$ cat src/hdl/srcp_pkg.sv
// Shared constants and types of the serial register control port.
package srcp_pkg;

  // ----------------------------------------------------------------
  // Configuration register file
  // ----------------------------------------------------------------
  localparam int          REG_COUNT    = 32;
  localparam logic [4:0]  CFG_ADDR     = 5'h00;
  localparam int          THREE_WIRE_B = 7;
  localparam int          LSB_FIRST_B  = 6;
  localparam int          SRESET_B     = 5;
  localparam int          PWR_DOWN_B   = 3;
  localparam logic [7:0]  DEF_REG      = 8'h00;
  localparam logic [4:0]  MIX_ADDR     = 5'h01;
  localparam logic [7:0]  DEF_MIX      = 8'h04;

  // ----------------------------------------------------------------
  // Register bus map and serial framing
  // ----------------------------------------------------------------
  localparam logic [7:0]  STATUS_OFS   = 8'h80;
  localparam logic [1:0]  RESP_OKAY    = 2'h0;
  localparam logic [1:0]  RESP_DECERR  = 2'h3;
  localparam logic [2:0]  LAST_BIT     = 3'h7;

  typedef enum logic [1:0] {
    ST_INSTR,
    ST_DATA,
    ST_DONE
  } srcp_state_e;

  // Instruction byte as it arrives on the wire.
  typedef struct packed {
    logic       rd;
    logic [1:0] count;
    logic [4:0] addr;
  } srcp_instr_s;

  // One register write from the bus side.
  typedef struct packed {
    logic       en;
    logic [7:0] addr;
    logic [7:0] data;
    logic       lane0;
  } srcp_wreq_s;

  // Value a register takes after reset, or after a software reset for all but the configuration register.
  function automatic logic [7:0] reg_default(input logic [4:0] a);
    return (a == MIX_ADDR) ? DEF_MIX : DEF_REG;
  endfunction

  // Word-aligned bus addresses up to the status word are mapped.
  function automatic logic bus_mapped(input logic [7:0] a);
    return (a <= STATUS_OFS) && (a[1:0] == 2'h0);
  endfunction

endpackage

$ cat src/hdl/srcp_sync.sv
// Two-stage synchroniser for pin inputs.
`timescale 1ns/1ps
module srcp_sync #(
  parameter int          W   = 1,
  parameter logic [W-1:0] RST = '0
) (
  input  wire logic         aclk,
  input  wire logic         aresetn,
  input  wire logic [W-1:0] d,
  output logic      [W-1:0] q
);

  logic [W-1:0] meta_r;

  // ----------------------------------------------------------------
  // Capture chain
  // ----------------------------------------------------------------
  // The first stage feeds only the second one.
  always_ff @(posedge aclk) begin
    if (!aresetn) begin
      meta_r <= RST;
      q      <= RST;
    end else begin
      meta_r <= d;
      q      <= meta_r;
    end
  end

endmodule

$ cat src/hdl/srcp_axil.sv
// AXI4-Lite slave front end for the register file.
`timescale 1ns/1ps
module srcp_axil (
  input  wire logic        aclk,
  input  wire logic        aresetn,
  input  wire logic [7:0]  s_axi_awaddr,
  input  wire logic        s_axi_awvalid,
  output logic             s_axi_awready,
  input  wire logic [31:0] s_axi_wdata,
  input  wire logic [3:0]  s_axi_wstrb,
  input  wire logic        s_axi_wvalid,
  output logic             s_axi_wready,
  output logic [1:0]       s_axi_bresp,
  output logic             s_axi_bvalid,
  input  wire logic        s_axi_bready,
  input  wire logic [7:0]  s_axi_araddr,
  input  wire logic        s_axi_arvalid,
  output logic             s_axi_arready,
  output logic [31:0]      s_axi_rdata,
  output logic [1:0]       s_axi_rresp,
  output logic             s_axi_rvalid,
  input  wire logic        s_axi_rready,
  output srcp_pkg::srcp_wreq_s wreq,
  output logic [7:0]       rd_addr,
  input  wire logic [31:0] rd_data
);

  logic [7:0] aw_addr_r;
  logic [7:0] w_data_r;
  logic       w_lane0_r;
  logic       rd_pend_r;
  logic       fire;

  // A write fires once both address and data are held.
  assign fire = !s_axi_awready && !s_axi_wready && !s_axi_bvalid;

  always_comb begin
    wreq.en    = fire && srcp_pkg::bus_mapped(aw_addr_r);
    wreq.addr  = aw_addr_r;
    wreq.data  = w_data_r;
    wreq.lane0 = w_lane0_r;
  end

  // ----------------------------------------------------------------
  // Write channels
  // ----------------------------------------------------------------
  // Address and data are taken in either order, one write at a time.
  always_ff @(posedge aclk) begin
    if (!aresetn) begin
      s_axi_awready <= 1'b1;
      s_axi_wready  <= 1'b1;
      s_axi_bvalid  <= 1'b0;
      s_axi_bresp   <= srcp_pkg::RESP_OKAY;
      aw_addr_r     <= 8'h00;
      w_data_r      <= 8'h00;
      w_lane0_r     <= 1'b0;
    end else begin
      if (s_axi_awvalid && s_axi_awready) begin
        s_axi_awready <= 1'b0;
        aw_addr_r     <= s_axi_awaddr;
      end
      if (s_axi_wvalid && s_axi_wready) begin
        s_axi_wready <= 1'b0;
        w_data_r     <= s_axi_wdata[7:0];
        w_lane0_r    <= s_axi_wstrb[0];
      end
      if (fire) begin
        s_axi_bvalid <= 1'b1;
        s_axi_bresp  <= srcp_pkg::bus_mapped(aw_addr_r) ?
                        srcp_pkg::RESP_OKAY : srcp_pkg::RESP_DECERR;
      end
      if (s_axi_bvalid && s_axi_bready) begin
        s_axi_bvalid  <= 1'b0;
        s_axi_awready <= 1'b1;
        s_axi_wready  <= 1'b1;
      end
    end
  end

  // ----------------------------------------------------------------
  // Read channels
  // ----------------------------------------------------------------
  // Data is looked up one cycle after the address is taken.
  always_ff @(posedge aclk) begin
    if (!aresetn) begin
      s_axi_arready <= 1'b1;
      s_axi_rvalid  <= 1'b0;
      s_axi_rdata   <= 32'h0000_0000;
      s_axi_rresp   <= srcp_pkg::RESP_OKAY;
      rd_addr       <= 8'h00;
      rd_pend_r     <= 1'b0;
    end else begin
      rd_pend_r <= 1'b0;
      if (s_axi_arvalid && s_axi_arready) begin
        s_axi_arready <= 1'b0;
        rd_addr       <= s_axi_araddr;
        rd_pend_r     <= 1'b1;
      end
      if (rd_pend_r) begin
        s_axi_rvalid <= 1'b1;
        if (srcp_pkg::bus_mapped(rd_addr)) begin
          s_axi_rdata <= rd_data;
          s_axi_rresp <= srcp_pkg::RESP_OKAY;
        end else begin
          s_axi_rdata <= 32'h0000_0000;
          s_axi_rresp <= srcp_pkg::RESP_DECERR;
        end
      end
      if (s_axi_rvalid && s_axi_rready) begin
        s_axi_rvalid  <= 1'b0;
        s_axi_arready <= 1'b1;
      end
    end
  end

endmodule

$ cat src/hdl/srcp_top.sv
// Serial register control port with its register file and bus slave.
`timescale 1ns/1ps
module srcp_top (
  input  wire logic        aclk,
  input  wire logic        aresetn,
  input  wire logic        sclk_pin,
  input  wire logic        port_select_n,
  input  wire logic        sdio_in,
  output logic             sdio_out,
  output logic             sdio_oe,
  output logic             serial_data_out_pin,
  output logic             serial_data_out_oe,
  output logic             power_down,
  input  wire logic [7:0]  s_axi_awaddr,
  input  wire logic        s_axi_awvalid,
  output logic             s_axi_awready,
  input  wire logic [31:0] s_axi_wdata,
  input  wire logic [3:0]  s_axi_wstrb,
  input  wire logic        s_axi_wvalid,
  output logic             s_axi_wready,
  output logic [1:0]       s_axi_bresp,
  output logic             s_axi_bvalid,
  input  wire logic        s_axi_bready,
  input  wire logic [7:0]  s_axi_araddr,
  input  wire logic        s_axi_arvalid,
  output logic             s_axi_arready,
  output logic [31:0]      s_axi_rdata,
  output logic [1:0]       s_axi_rresp,
  output logic             s_axi_rvalid,
  input  wire logic        s_axi_rready
);

  // ----------------------------------------------------------------
  // Pin capture
  // ----------------------------------------------------------------
  logic [2:0] pins_s;
  logic       sclk_s;
  logic       cs_n_s;
  logic       sdi_s;
  logic       sclk_d_r;
  logic       rise;
  logic       fall;

  // Select resets to the idle, deselected level.
  srcp_sync #(.W(3), .RST(3'h2)) u_sync (
    .aclk    (aclk),
    .aresetn (aresetn),
    .d       ({sclk_pin, port_select_n, sdio_in}),
    .q       (pins_s)
  );

  assign sclk_s = pins_s[2];
  assign cs_n_s = pins_s[1];
  assign sdi_s  = pins_s[0];

  // Edges are found from the synchronised clock only; at 100 MHz this
  // resolves serial clocks up to the 15 MHz ceiling the master obeys.
  always_ff @(posedge aclk) begin
    if (!aresetn) begin
      sclk_d_r <= 1'b0;
    end else begin
      sclk_d_r <= sclk_s;
    end
  end

  assign rise = sclk_s && !sclk_d_r;
  assign fall = !sclk_s && sclk_d_r;

  // ----------------------------------------------------------------
  // Register file and bus access
  // ----------------------------------------------------------------
  logic [7:0]          regs [srcp_pkg::REG_COUNT];
  srcp_pkg::srcp_wreq_s wreq;
  logic [7:0]          rd_addr;
  logic [31:0]         rd_data;
  logic                axi_wr;
  logic [4:0]          axi_idx;
  logic                spi_wr;
  logic [7:0]          spi_data;
  logic                sres;
  logic                three_wire;
  logic                lsb_first;
  logic [31:0]         status;
  srcp_pkg::srcp_state_e st_r;
  logic                rd_r;
  logic [4:0]          addr_r;

  srcp_axil u_axil (
    .aclk          (aclk),
    .aresetn       (aresetn),
    .s_axi_awaddr  (s_axi_awaddr),
    .s_axi_awvalid (s_axi_awvalid),
    .s_axi_awready (s_axi_awready),
    .s_axi_wdata   (s_axi_wdata),
    .s_axi_wstrb   (s_axi_wstrb),
    .s_axi_wvalid  (s_axi_wvalid),
    .s_axi_wready  (s_axi_wready),
    .s_axi_bresp   (s_axi_bresp),
    .s_axi_bvalid  (s_axi_bvalid),
    .s_axi_bready  (s_axi_bready),
    .s_axi_araddr  (s_axi_araddr),
    .s_axi_arvalid (s_axi_arvalid),
    .s_axi_arready (s_axi_arready),
    .s_axi_rdata   (s_axi_rdata),
    .s_axi_rresp   (s_axi_rresp),
    .s_axi_rvalid  (s_axi_rvalid),
    .s_axi_rready  (s_axi_rready),
    .wreq          (wreq),
    .rd_addr       (rd_addr),
    .rd_data       (rd_data)
  );

  // The status word is read-only; writes to it are accepted and dropped.
  assign axi_wr  = wreq.en && wreq.lane0 &&
                   (wreq.addr != srcp_pkg::STATUS_OFS);
  assign axi_idx = wreq.addr[6:2];

  // Live port configuration, no shadow copy.
  assign three_wire = regs[srcp_pkg::CFG_ADDR][srcp_pkg::THREE_WIRE_B];
  assign lsb_first  = regs[srcp_pkg::CFG_ADDR][srcp_pkg::LSB_FIRST_B];

  // A reset request from either side returns the other registers to their defaults.
  assign sres = (spi_wr && addr_r == srcp_pkg::CFG_ADDR &&
                 spi_data[srcp_pkg::SRESET_B]) ||
                (axi_wr && axi_idx == srcp_pkg::CFG_ADDR &&
                 wreq.data[srcp_pkg::SRESET_B]);

  // The reset bit self-clears so that it fires once per write.
  function automatic logic [7:0] stored(input logic [4:0] a,
                                        input logic [7:0] d);
    logic [7:0] v;
    v = d;
    if (a == srcp_pkg::CFG_ADDR) begin
      v[srcp_pkg::SRESET_B] = 1'b0;
    end
    return v;
  endfunction

  // The serial write is applied after the bus write so it wins a same-cycle clash.
  always_ff @(posedge aclk) begin
    if (!aresetn) begin
      for (int i = 0; i < srcp_pkg::REG_COUNT; i++) begin
        regs[i] <= srcp_pkg::reg_default(5'(i));
      end
    end else begin
      if (axi_wr) begin
        regs[axi_idx] <= stored(axi_idx, wreq.data);
      end
      if (spi_wr) begin
        regs[addr_r] <= stored(addr_r, spi_data);
      end
      if (sres) begin
        for (int i = 1; i < srcp_pkg::REG_COUNT; i++) begin
          regs[i] <= srcp_pkg::reg_default(5'(i));
        end
      end
    end
  end

  // Power-down goes to the rest of the chip; the port ignores it.
  always_ff @(posedge aclk) begin
    if (!aresetn) begin
      power_down <= 1'b0;
    end else begin
      power_down <= regs[srcp_pkg::CFG_ADDR][srcp_pkg::PWR_DOWN_B];
    end
  end

  assign status  = {22'h0, !cs_n_s, rd_r, st_r, addr_r, 1'b0};
  assign rd_data = (rd_addr == srcp_pkg::STATUS_OFS) ? status :
                   {24'h0, regs[rd_addr[6:2]]};

  // ----------------------------------------------------------------
  // Serial engine
  // ----------------------------------------------------------------
  srcp_pkg::srcp_instr_s nxt_instr;
  logic [2:0]            bit_cnt_r;
  logic [1:0]            left_r;
  logic [7:0]            sh_r;
  logic [7:0]            sh_nxt;
  logic [7:0]            tx_r;
  logic [4:0]            addr_nxt;
  logic                  byte_end;
  logic                  out_r;

  // Bit order follows the live configuration bit.
  function automatic logic [7:0] shift_in(input logic [7:0] s,
                                          input logic b,
                                          input logic lsb);
    return lsb ? {b, s[7:1]} : {s[6:0], b};
  endfunction

  // Five-bit arithmetic wraps both ways by itself.
  function automatic logic [4:0] step(input logic [4:0] a,
                                      input logic lsb);
    return lsb ? 5'(a + 5'h01) : 5'(a - 5'h01);
  endfunction

  assign sh_nxt    = shift_in(sh_r, sdi_s, lsb_first);
  assign nxt_instr = srcp_pkg::srcp_instr_s'(sh_nxt);
  assign byte_end  = rise && !cs_n_s && (bit_cnt_r == srcp_pkg::LAST_BIT);
  assign addr_nxt  = step(addr_r, lsb_first);
  assign spi_wr    = byte_end && (st_r == srcp_pkg::ST_DATA) && !rd_r;
  assign spi_data  = sh_nxt;

  // Phase sequencing; deselect restarts and drops any partial byte.
  always_ff @(posedge aclk) begin
    if (!aresetn) begin
      st_r      <= srcp_pkg::ST_INSTR;
      bit_cnt_r <= 3'h0;
      left_r    <= 2'h0;
      rd_r      <= 1'b0;
      addr_r    <= 5'h00;
      sh_r      <= 8'h00;
    end else if (cs_n_s) begin
      st_r      <= srcp_pkg::ST_INSTR;
      bit_cnt_r <= 3'h0;
    end else if (rise && st_r != srcp_pkg::ST_DONE) begin
      sh_r      <= sh_nxt;
      bit_cnt_r <= 3'(bit_cnt_r + 3'h1);
      if (byte_end) begin
        case (st_r)
          srcp_pkg::ST_INSTR: begin
            st_r   <= srcp_pkg::ST_DATA;
            rd_r   <= nxt_instr.rd;
            left_r <= nxt_instr.count;
            addr_r <= nxt_instr.addr;
          end
          srcp_pkg::ST_DATA: begin
            addr_r <= addr_nxt;
            if (left_r == 2'h0) begin
              st_r <= srcp_pkg::ST_DONE;
            end else begin
              left_r <= 2'(left_r - 2'h1);
            end
          end
          default: begin
            st_r <= srcp_pkg::ST_DONE;
          end
        endcase
      end
    end
  end

  // Read data is loaded at each byte boundary and shifted out on falls.
  always_ff @(posedge aclk) begin
    if (!aresetn) begin
      tx_r  <= 8'h00;
      out_r <= 1'b0;
    end else if (byte_end && st_r == srcp_pkg::ST_INSTR) begin
      tx_r <= regs[nxt_instr.addr];
    end else if (byte_end && st_r == srcp_pkg::ST_DATA) begin
      tx_r <= regs[addr_nxt];
    end else if (fall && !cs_n_s && st_r == srcp_pkg::ST_DATA && rd_r) begin
      out_r <= lsb_first ? tx_r[0] : tx_r[7];
      tx_r  <= lsb_first ? {1'b0, tx_r[7:1]} : {tx_r[6:0], 1'b0};
    end
  end

  // Pin drivers; only one of the two pins ever carries read data.
  always_ff @(posedge aclk) begin
    if (!aresetn) begin
      sdio_oe            <= 1'b0;
      serial_data_out_oe <= 1'b0;
    end else begin
      sdio_oe <= !cs_n_s && rd_r && st_r == srcp_pkg::ST_DATA &&
                 three_wire;
      serial_data_out_oe <= !cs_n_s && rd_r && st_r == srcp_pkg::ST_DATA &&
                            !three_wire;
    end
  end

  assign sdio_out            = out_r;
  assign serial_data_out_pin = out_r;
endmodule

$ cat config.mk
export PLATFORM = sky130hd
export DESIGN_NAME = srcp_top
export DESIGN_NICKNAME = d
export VERILOG_FILES = /design/src/hdl/srcp_pkg.sv /design/src/hdl/srcp_sync.sv /design/src/hdl/srcp_axil.sv /design/src/hdl/srcp_top.sv
export SDC_FILE = /design/constraint.sdc
export NUM_CORES = 1
export LEC_CHECK = 0
export BUFFER_PORTS_ARGS = -buffer_cell sky130_fd_sc_hd__clkbuf_2
export CAP_MARGIN = 20
export CORE_MARGIN = 2
export CORE_UTILIZATION = 48
export CTS_BUF_LIST = sky130_fd_sc_hd__clkbuf_2 sky130_fd_sc_hd__clkbuf_4 sky130_fd_sc_hd__clkbuf_8
export CTS_CLUSTER_SIZE = 10
export DETAILED_ROUTE_END_ITERATION = 8
export PLACE_DENSITY_LB_ADDON = 0.1
export SETUP_SLACK_MARGIN = 0.02
export SYNTH_ARGS = -nofsm -noshare
export SYNTH_HDL_FRONTEND = slang
export SYNTH_SLANG_ARGS = --single-unit
$ cat constraint.sdc
create_clock -name aclk -period 5.65 [get_ports aclk]
set_input_delay 0.2825 -clock aclk [delete_from_list [all_inputs] [get_ports aclk]]
set_output_delay 0.2825 -clock aclk [all_outputs]
set_load 0.01 [all_outputs]
==> impl_metrics.yaml <==
power:
  pwr_density_cell_nw_per_um2: 241.4
  share_seq_of_total_power: 0.452
  power_frac_clock: 0.454
  switching_share: 0.2709
  vdd_ir_drop_max_v: 0.0001727
  leakagePower_nw: 8.686
  internal_power_w: 0.004410
  comb_power_share: 0.093
  switching_power_w: 0.001639
detailed_routing:
  final_antenna_net_count: 0
  route.detailed.vias_per_inst: 6.964
  detailedRoute.firstPassIterationCount: 7
  drt_wl_total_microns: 93080
  dr_total_vias: 20820
  route.detailed.drc: 0
  detail_route.iter0.violations: 2544
  wl_per_cell_microns: 31.13
final_layout:
  nets: 2396
  drive_gt1_frac: 0.2168
  final_cells: 2990
  final_cell_area_sq_um: 25060
  syn_to_final_growth_pct: 11.95
timing:
  hold_ws_ns: 0.1293
  slew_violations: 0
  finClkSkew_ns: 0.03773
  timing.final.crit_share: 0.7719
  hold_viol: 0
  relSlewSlack: 0.2460
  layout_min_cycle_time_ns: 4.361
  tightestPinTransition_ns: 1.130
  setup_tns_ns: 0
  fmaxAchievable_mhz: 229.3
  rsz0062_at_grt: "no"
  number_of_endpoints_failing_setup_at_the_final_stage: 0
placed_design:
  finalWeightedCongestion: 1.049
  dp_hpwl_microns: 62550
  place.detailed.instances: 2803
  placement.cell_area_sq_um: 23000
  portBuffers: 58
global_routing:
  grt_first_pass_wirelength_microns: 134200
  global_route.overflow_total: 0
  grt_start_max_net_pins: 74
  track_usage: 0.3884
  number_of_global_route_vias_before_repair: 19490
  initial_antenna_violation_count: 3
worst_setup_path:
  critical_path.max_fanout: 27
  worst_path_arrival_ns: 4.90
  worstSetupEndpointType: "register"
  timing.setup.critical_path_class: "reg -> reg"
  crit_required_ns: 6.19
  startpoint_type: "register"
synth:
  yosys-mux-area-fraction: 0.2185
  yosysUniqueCellTypes: 77
  synth-seq-area-share: 0.3721
  post_synthesis_xor_xnor_area_fraction: 0.002348
  synth_largest_area_cell: "sky130_fd_sc_hd__edfxtp_1"
  yosys_warning_count: 0
  post_synth_main_area_contributors: "sky130_fd_sc_hd__edfxtp_1 (19%), sky130_fd_sc_hd__mux4_2 (18%), sky130_fd_sc_hd__dfxtp_1 (18%)"
  synth_top_area_share: 0.1932
  synthesis.area_sq_um: 22380
  syn-mean-instance-area_sq_um: 9.697
  yosys.area_share.simple: 0.1835
  synth_most_common_cell: "sky130_fd_sc_hd__nand2_1"
  asyncSetResetFlopFracSynth: 0
  synth_commonest_cells: "sky130_fd_sc_hd__nand2_1 (308), sky130_fd_sc_hd__nor2_1 (229), sky130_fd_sc_hd__dfxtp_1 (200)"
  synth_edf_count: 144
  synth-compound-area-share: 0.1589
  ys_seq_elements: 344
  synth-main-ff-cell: "sky130_fd_sc_hd__dfxtp_1"
  combinational_family_with_the_most_area_after_synthesis: "multiplexers"
  gate_count_post_synth: 2308
  post_synth_fa_ha_maj_area_fraction: 0.004249
cts:
  tritoncts: "done"
  clock_latency_on_the_worst_skew_pair_ns: 0.70
  clkTransAtPathRegs_ns: 0.07
  ctsHtreeMaxLevel: 3
  cts.sinks: 344
  clock_tree.root_cell: "sky130_fd_sc_hd__clkbuf_8"
  cts_made_buffers: 68
  ctsResizeCount: 0
  max-clock-path-buffers: 3
floorplan:
  core_sq_um: 46260
  fp-row-count: 79
  floorplan.die_area_sq_um: 48370
  die_height_microns: 219.9
  ioPinCount: 108
  initial_core_util: 0.4838
  fp.dieW_microns: 219.9
status:
  run_status: "complete, no violations"
worst_hold_path:
  worst_hold_path_type: "in -> reg"
job:
  max_cap_viol_count: 0
-- worst max-delay path, stage by stage (launching register included) --
cell	delay, ns
sky130_fd_sc_hd__edfxtp_1	0.91
sky130_fd_sc_hd__inv_1	0.36
sky130_fd_sc_hd__ha_1	0.49
sky130_fd_sc_hd__xnor2_2	0.59
sky130_fd_sc_hd__buf_4	0.55
sky130_fd_sc_hd__mux4_2	0.58
sky130_fd_sc_hd__nand2_1	0.15
sky130_fd_sc_hd__a31oi_1	0.17
sky130_fd_sc_hd__a21oi_1	0.24
sky130_fd_sc_hd__o311ai_0	0.14
-- worst paths after layout --
check / startpoint / end / slack, ns / depth (start not counted)
worst max-delay path: regs[0][6]$_DFFE_PP_ / tx_r[7]$_SDFFE_PN0P_ / 1.29 / 9
worst min-delay path: aresetn / u_axil.s_axi_bresp[0]$_SDFFE_PN0N_ / 0.13 / 3
worst max register to register: regs[0][6]$_DFFE_PP_ / tx_r[7]$_SDFFE_PN0P_ / 1.29 / 9
worst min register to register: u_sync.meta_r[1]$_SDFF_PN1_ / u_sync.q[1]$_SDFF_PN1_ / 0.43 / 1
-- metrics by stage --
stage / total power (W) / setup slack, ns / util
floorplan: 0.003080 / 2.397 / -
global placement: 0.003290 / 1.434 / 0.4965
detailed placement: 0.003298 / 1.420 / 0.4971
CTS: 0.006043 / 1.377 / 0.5401
global route: 0.006195 / 1.130 / 0.5416
finish: 0.006049 / 1.289 / 0.5416
-- routing by layer --
metal | wire [microns] | GRT usage | part of all wire | vias to the layer above
met5 | 13 | 0 | 0.00014 | -
met4 | 6608 | 0.2438 | 0.071 | 2
met3 | 10460 | 0.09662 | 0.11 | 328
met2 | 41650 | 0.5957 | 0.45 | 1433
met1 | 34340 | 0.4921 | 0.37 | 10230
li1 | - | - | - | 8833
-- state kept, by name, indices dropped and copies added (netlist names), 2 cells and up, named ones only --
signal	cells
tx_r	8
left_r	2
u_axil.s_axi_rdata	10
st_r	2
u_axil.rd_addr	8
sh_r	8
bit_cnt_r	3
addr_r	5
u_axil.w_data_r	8
regs	256
u_sync.meta_r	3
u_sync.q	3
u_axil.aw_addr_r	8
-- placed cells by master (no fill, tap or decap), types with 10 or more instances in the layout --
master and count:
sky130_fd_sc_hd__o22ai_1 16, sky130_fd_sc_hd__nand3_1 92, sky130_fd_sc_hd__clkbuf_8 81, sky130_fd_sc_hd__inv_1 15
sky130_fd_sc_hd__nor2b_1 11, sky130_fd_sc_hd__a31oi_1 16, sky130_fd_sc_hd__nor3_2 10, sky130_fd_sc_hd__edfxtp_1 144
sky130_fd_sc_hd__a211oi_1 154, sky130_fd_sc_hd__and2_1 23, sky130_fd_sc_hd__nand4_1 95, sky130_fd_sc_hd__clkbuf_4 21
sky130_fd_sc_hd__dlygate4sd3_1 54, sky130_fd_sc_hd__buf_4 70, sky130_fd_sc_hd__nand2_1 308, sky130_fd_sc_hd__clkbuf_2 57
sky130_fd_sc_hd__conb_1 23, sky130_fd_sc_hd__o31ai_1 30, sky130_fd_sc_hd__nand2b_1 10, sky130_fd_sc_hd__a22oi_1 30
sky130_fd_sc_hd__nor2_1 225, sky130_fd_sc_hd__nor3_1 15, sky130_fd_sc_hd__a21oi_1 131, sky130_fd_sc_hd__dfxtp_1 196
sky130_fd_sc_hd__mux2i_1 47, sky130_fd_sc_hd__mux4_2 183, sky130_fd_sc_hd__o21ai_0 130
-- power groups by stage --
| stage | clock network (W) | registers, W | logic, W |
|---|---|---|---|
| final | 0.00275 | 0.00274 | 0.000563 |
| after detailed placement | 0 | 0.00279 | 0.000512 |
| after global routing | 0.00287 | 0.00274 | 0.000579 |
| after CTS | 0.00277 | 0.00273 | 0.000542 |
| after global placement | 0 | 0.00278 | 0.000508 |
| after floorplan | 0 | 0.00273 | 0.000355 |
-- cells by family (layout without fill, tap and decap cells) --
kind of cell	after synthesis	after routing
flops	344	344
buf+inv	283	333
mux	251	251
xor+xnor	6	6
compound gates	558	558
simple gates	858	858
other cells	1	26
fa+ha+maj	7	7
-- cell type report --
class                           instances  area, sq um
Antenna cell                            3        7.507
Tap cell                              607        759.5
Inverter                               17        63.81
Clock inverter                         24        206.4
Multi-Input combinational cell       1703        12940
Sequential cell                       344         8341
Clock buffer                           99         1244
Timing Repair Buffer                  193         1495
Fill cell                            4126        21200
-- what timing repair did --
action                    in CTS  in global routing
hold endpoints to repair      38                  0
setup buffers                  0                  0
hold buffers                  54                  0
Note: power is estimated with default switching activity, not from simulation.
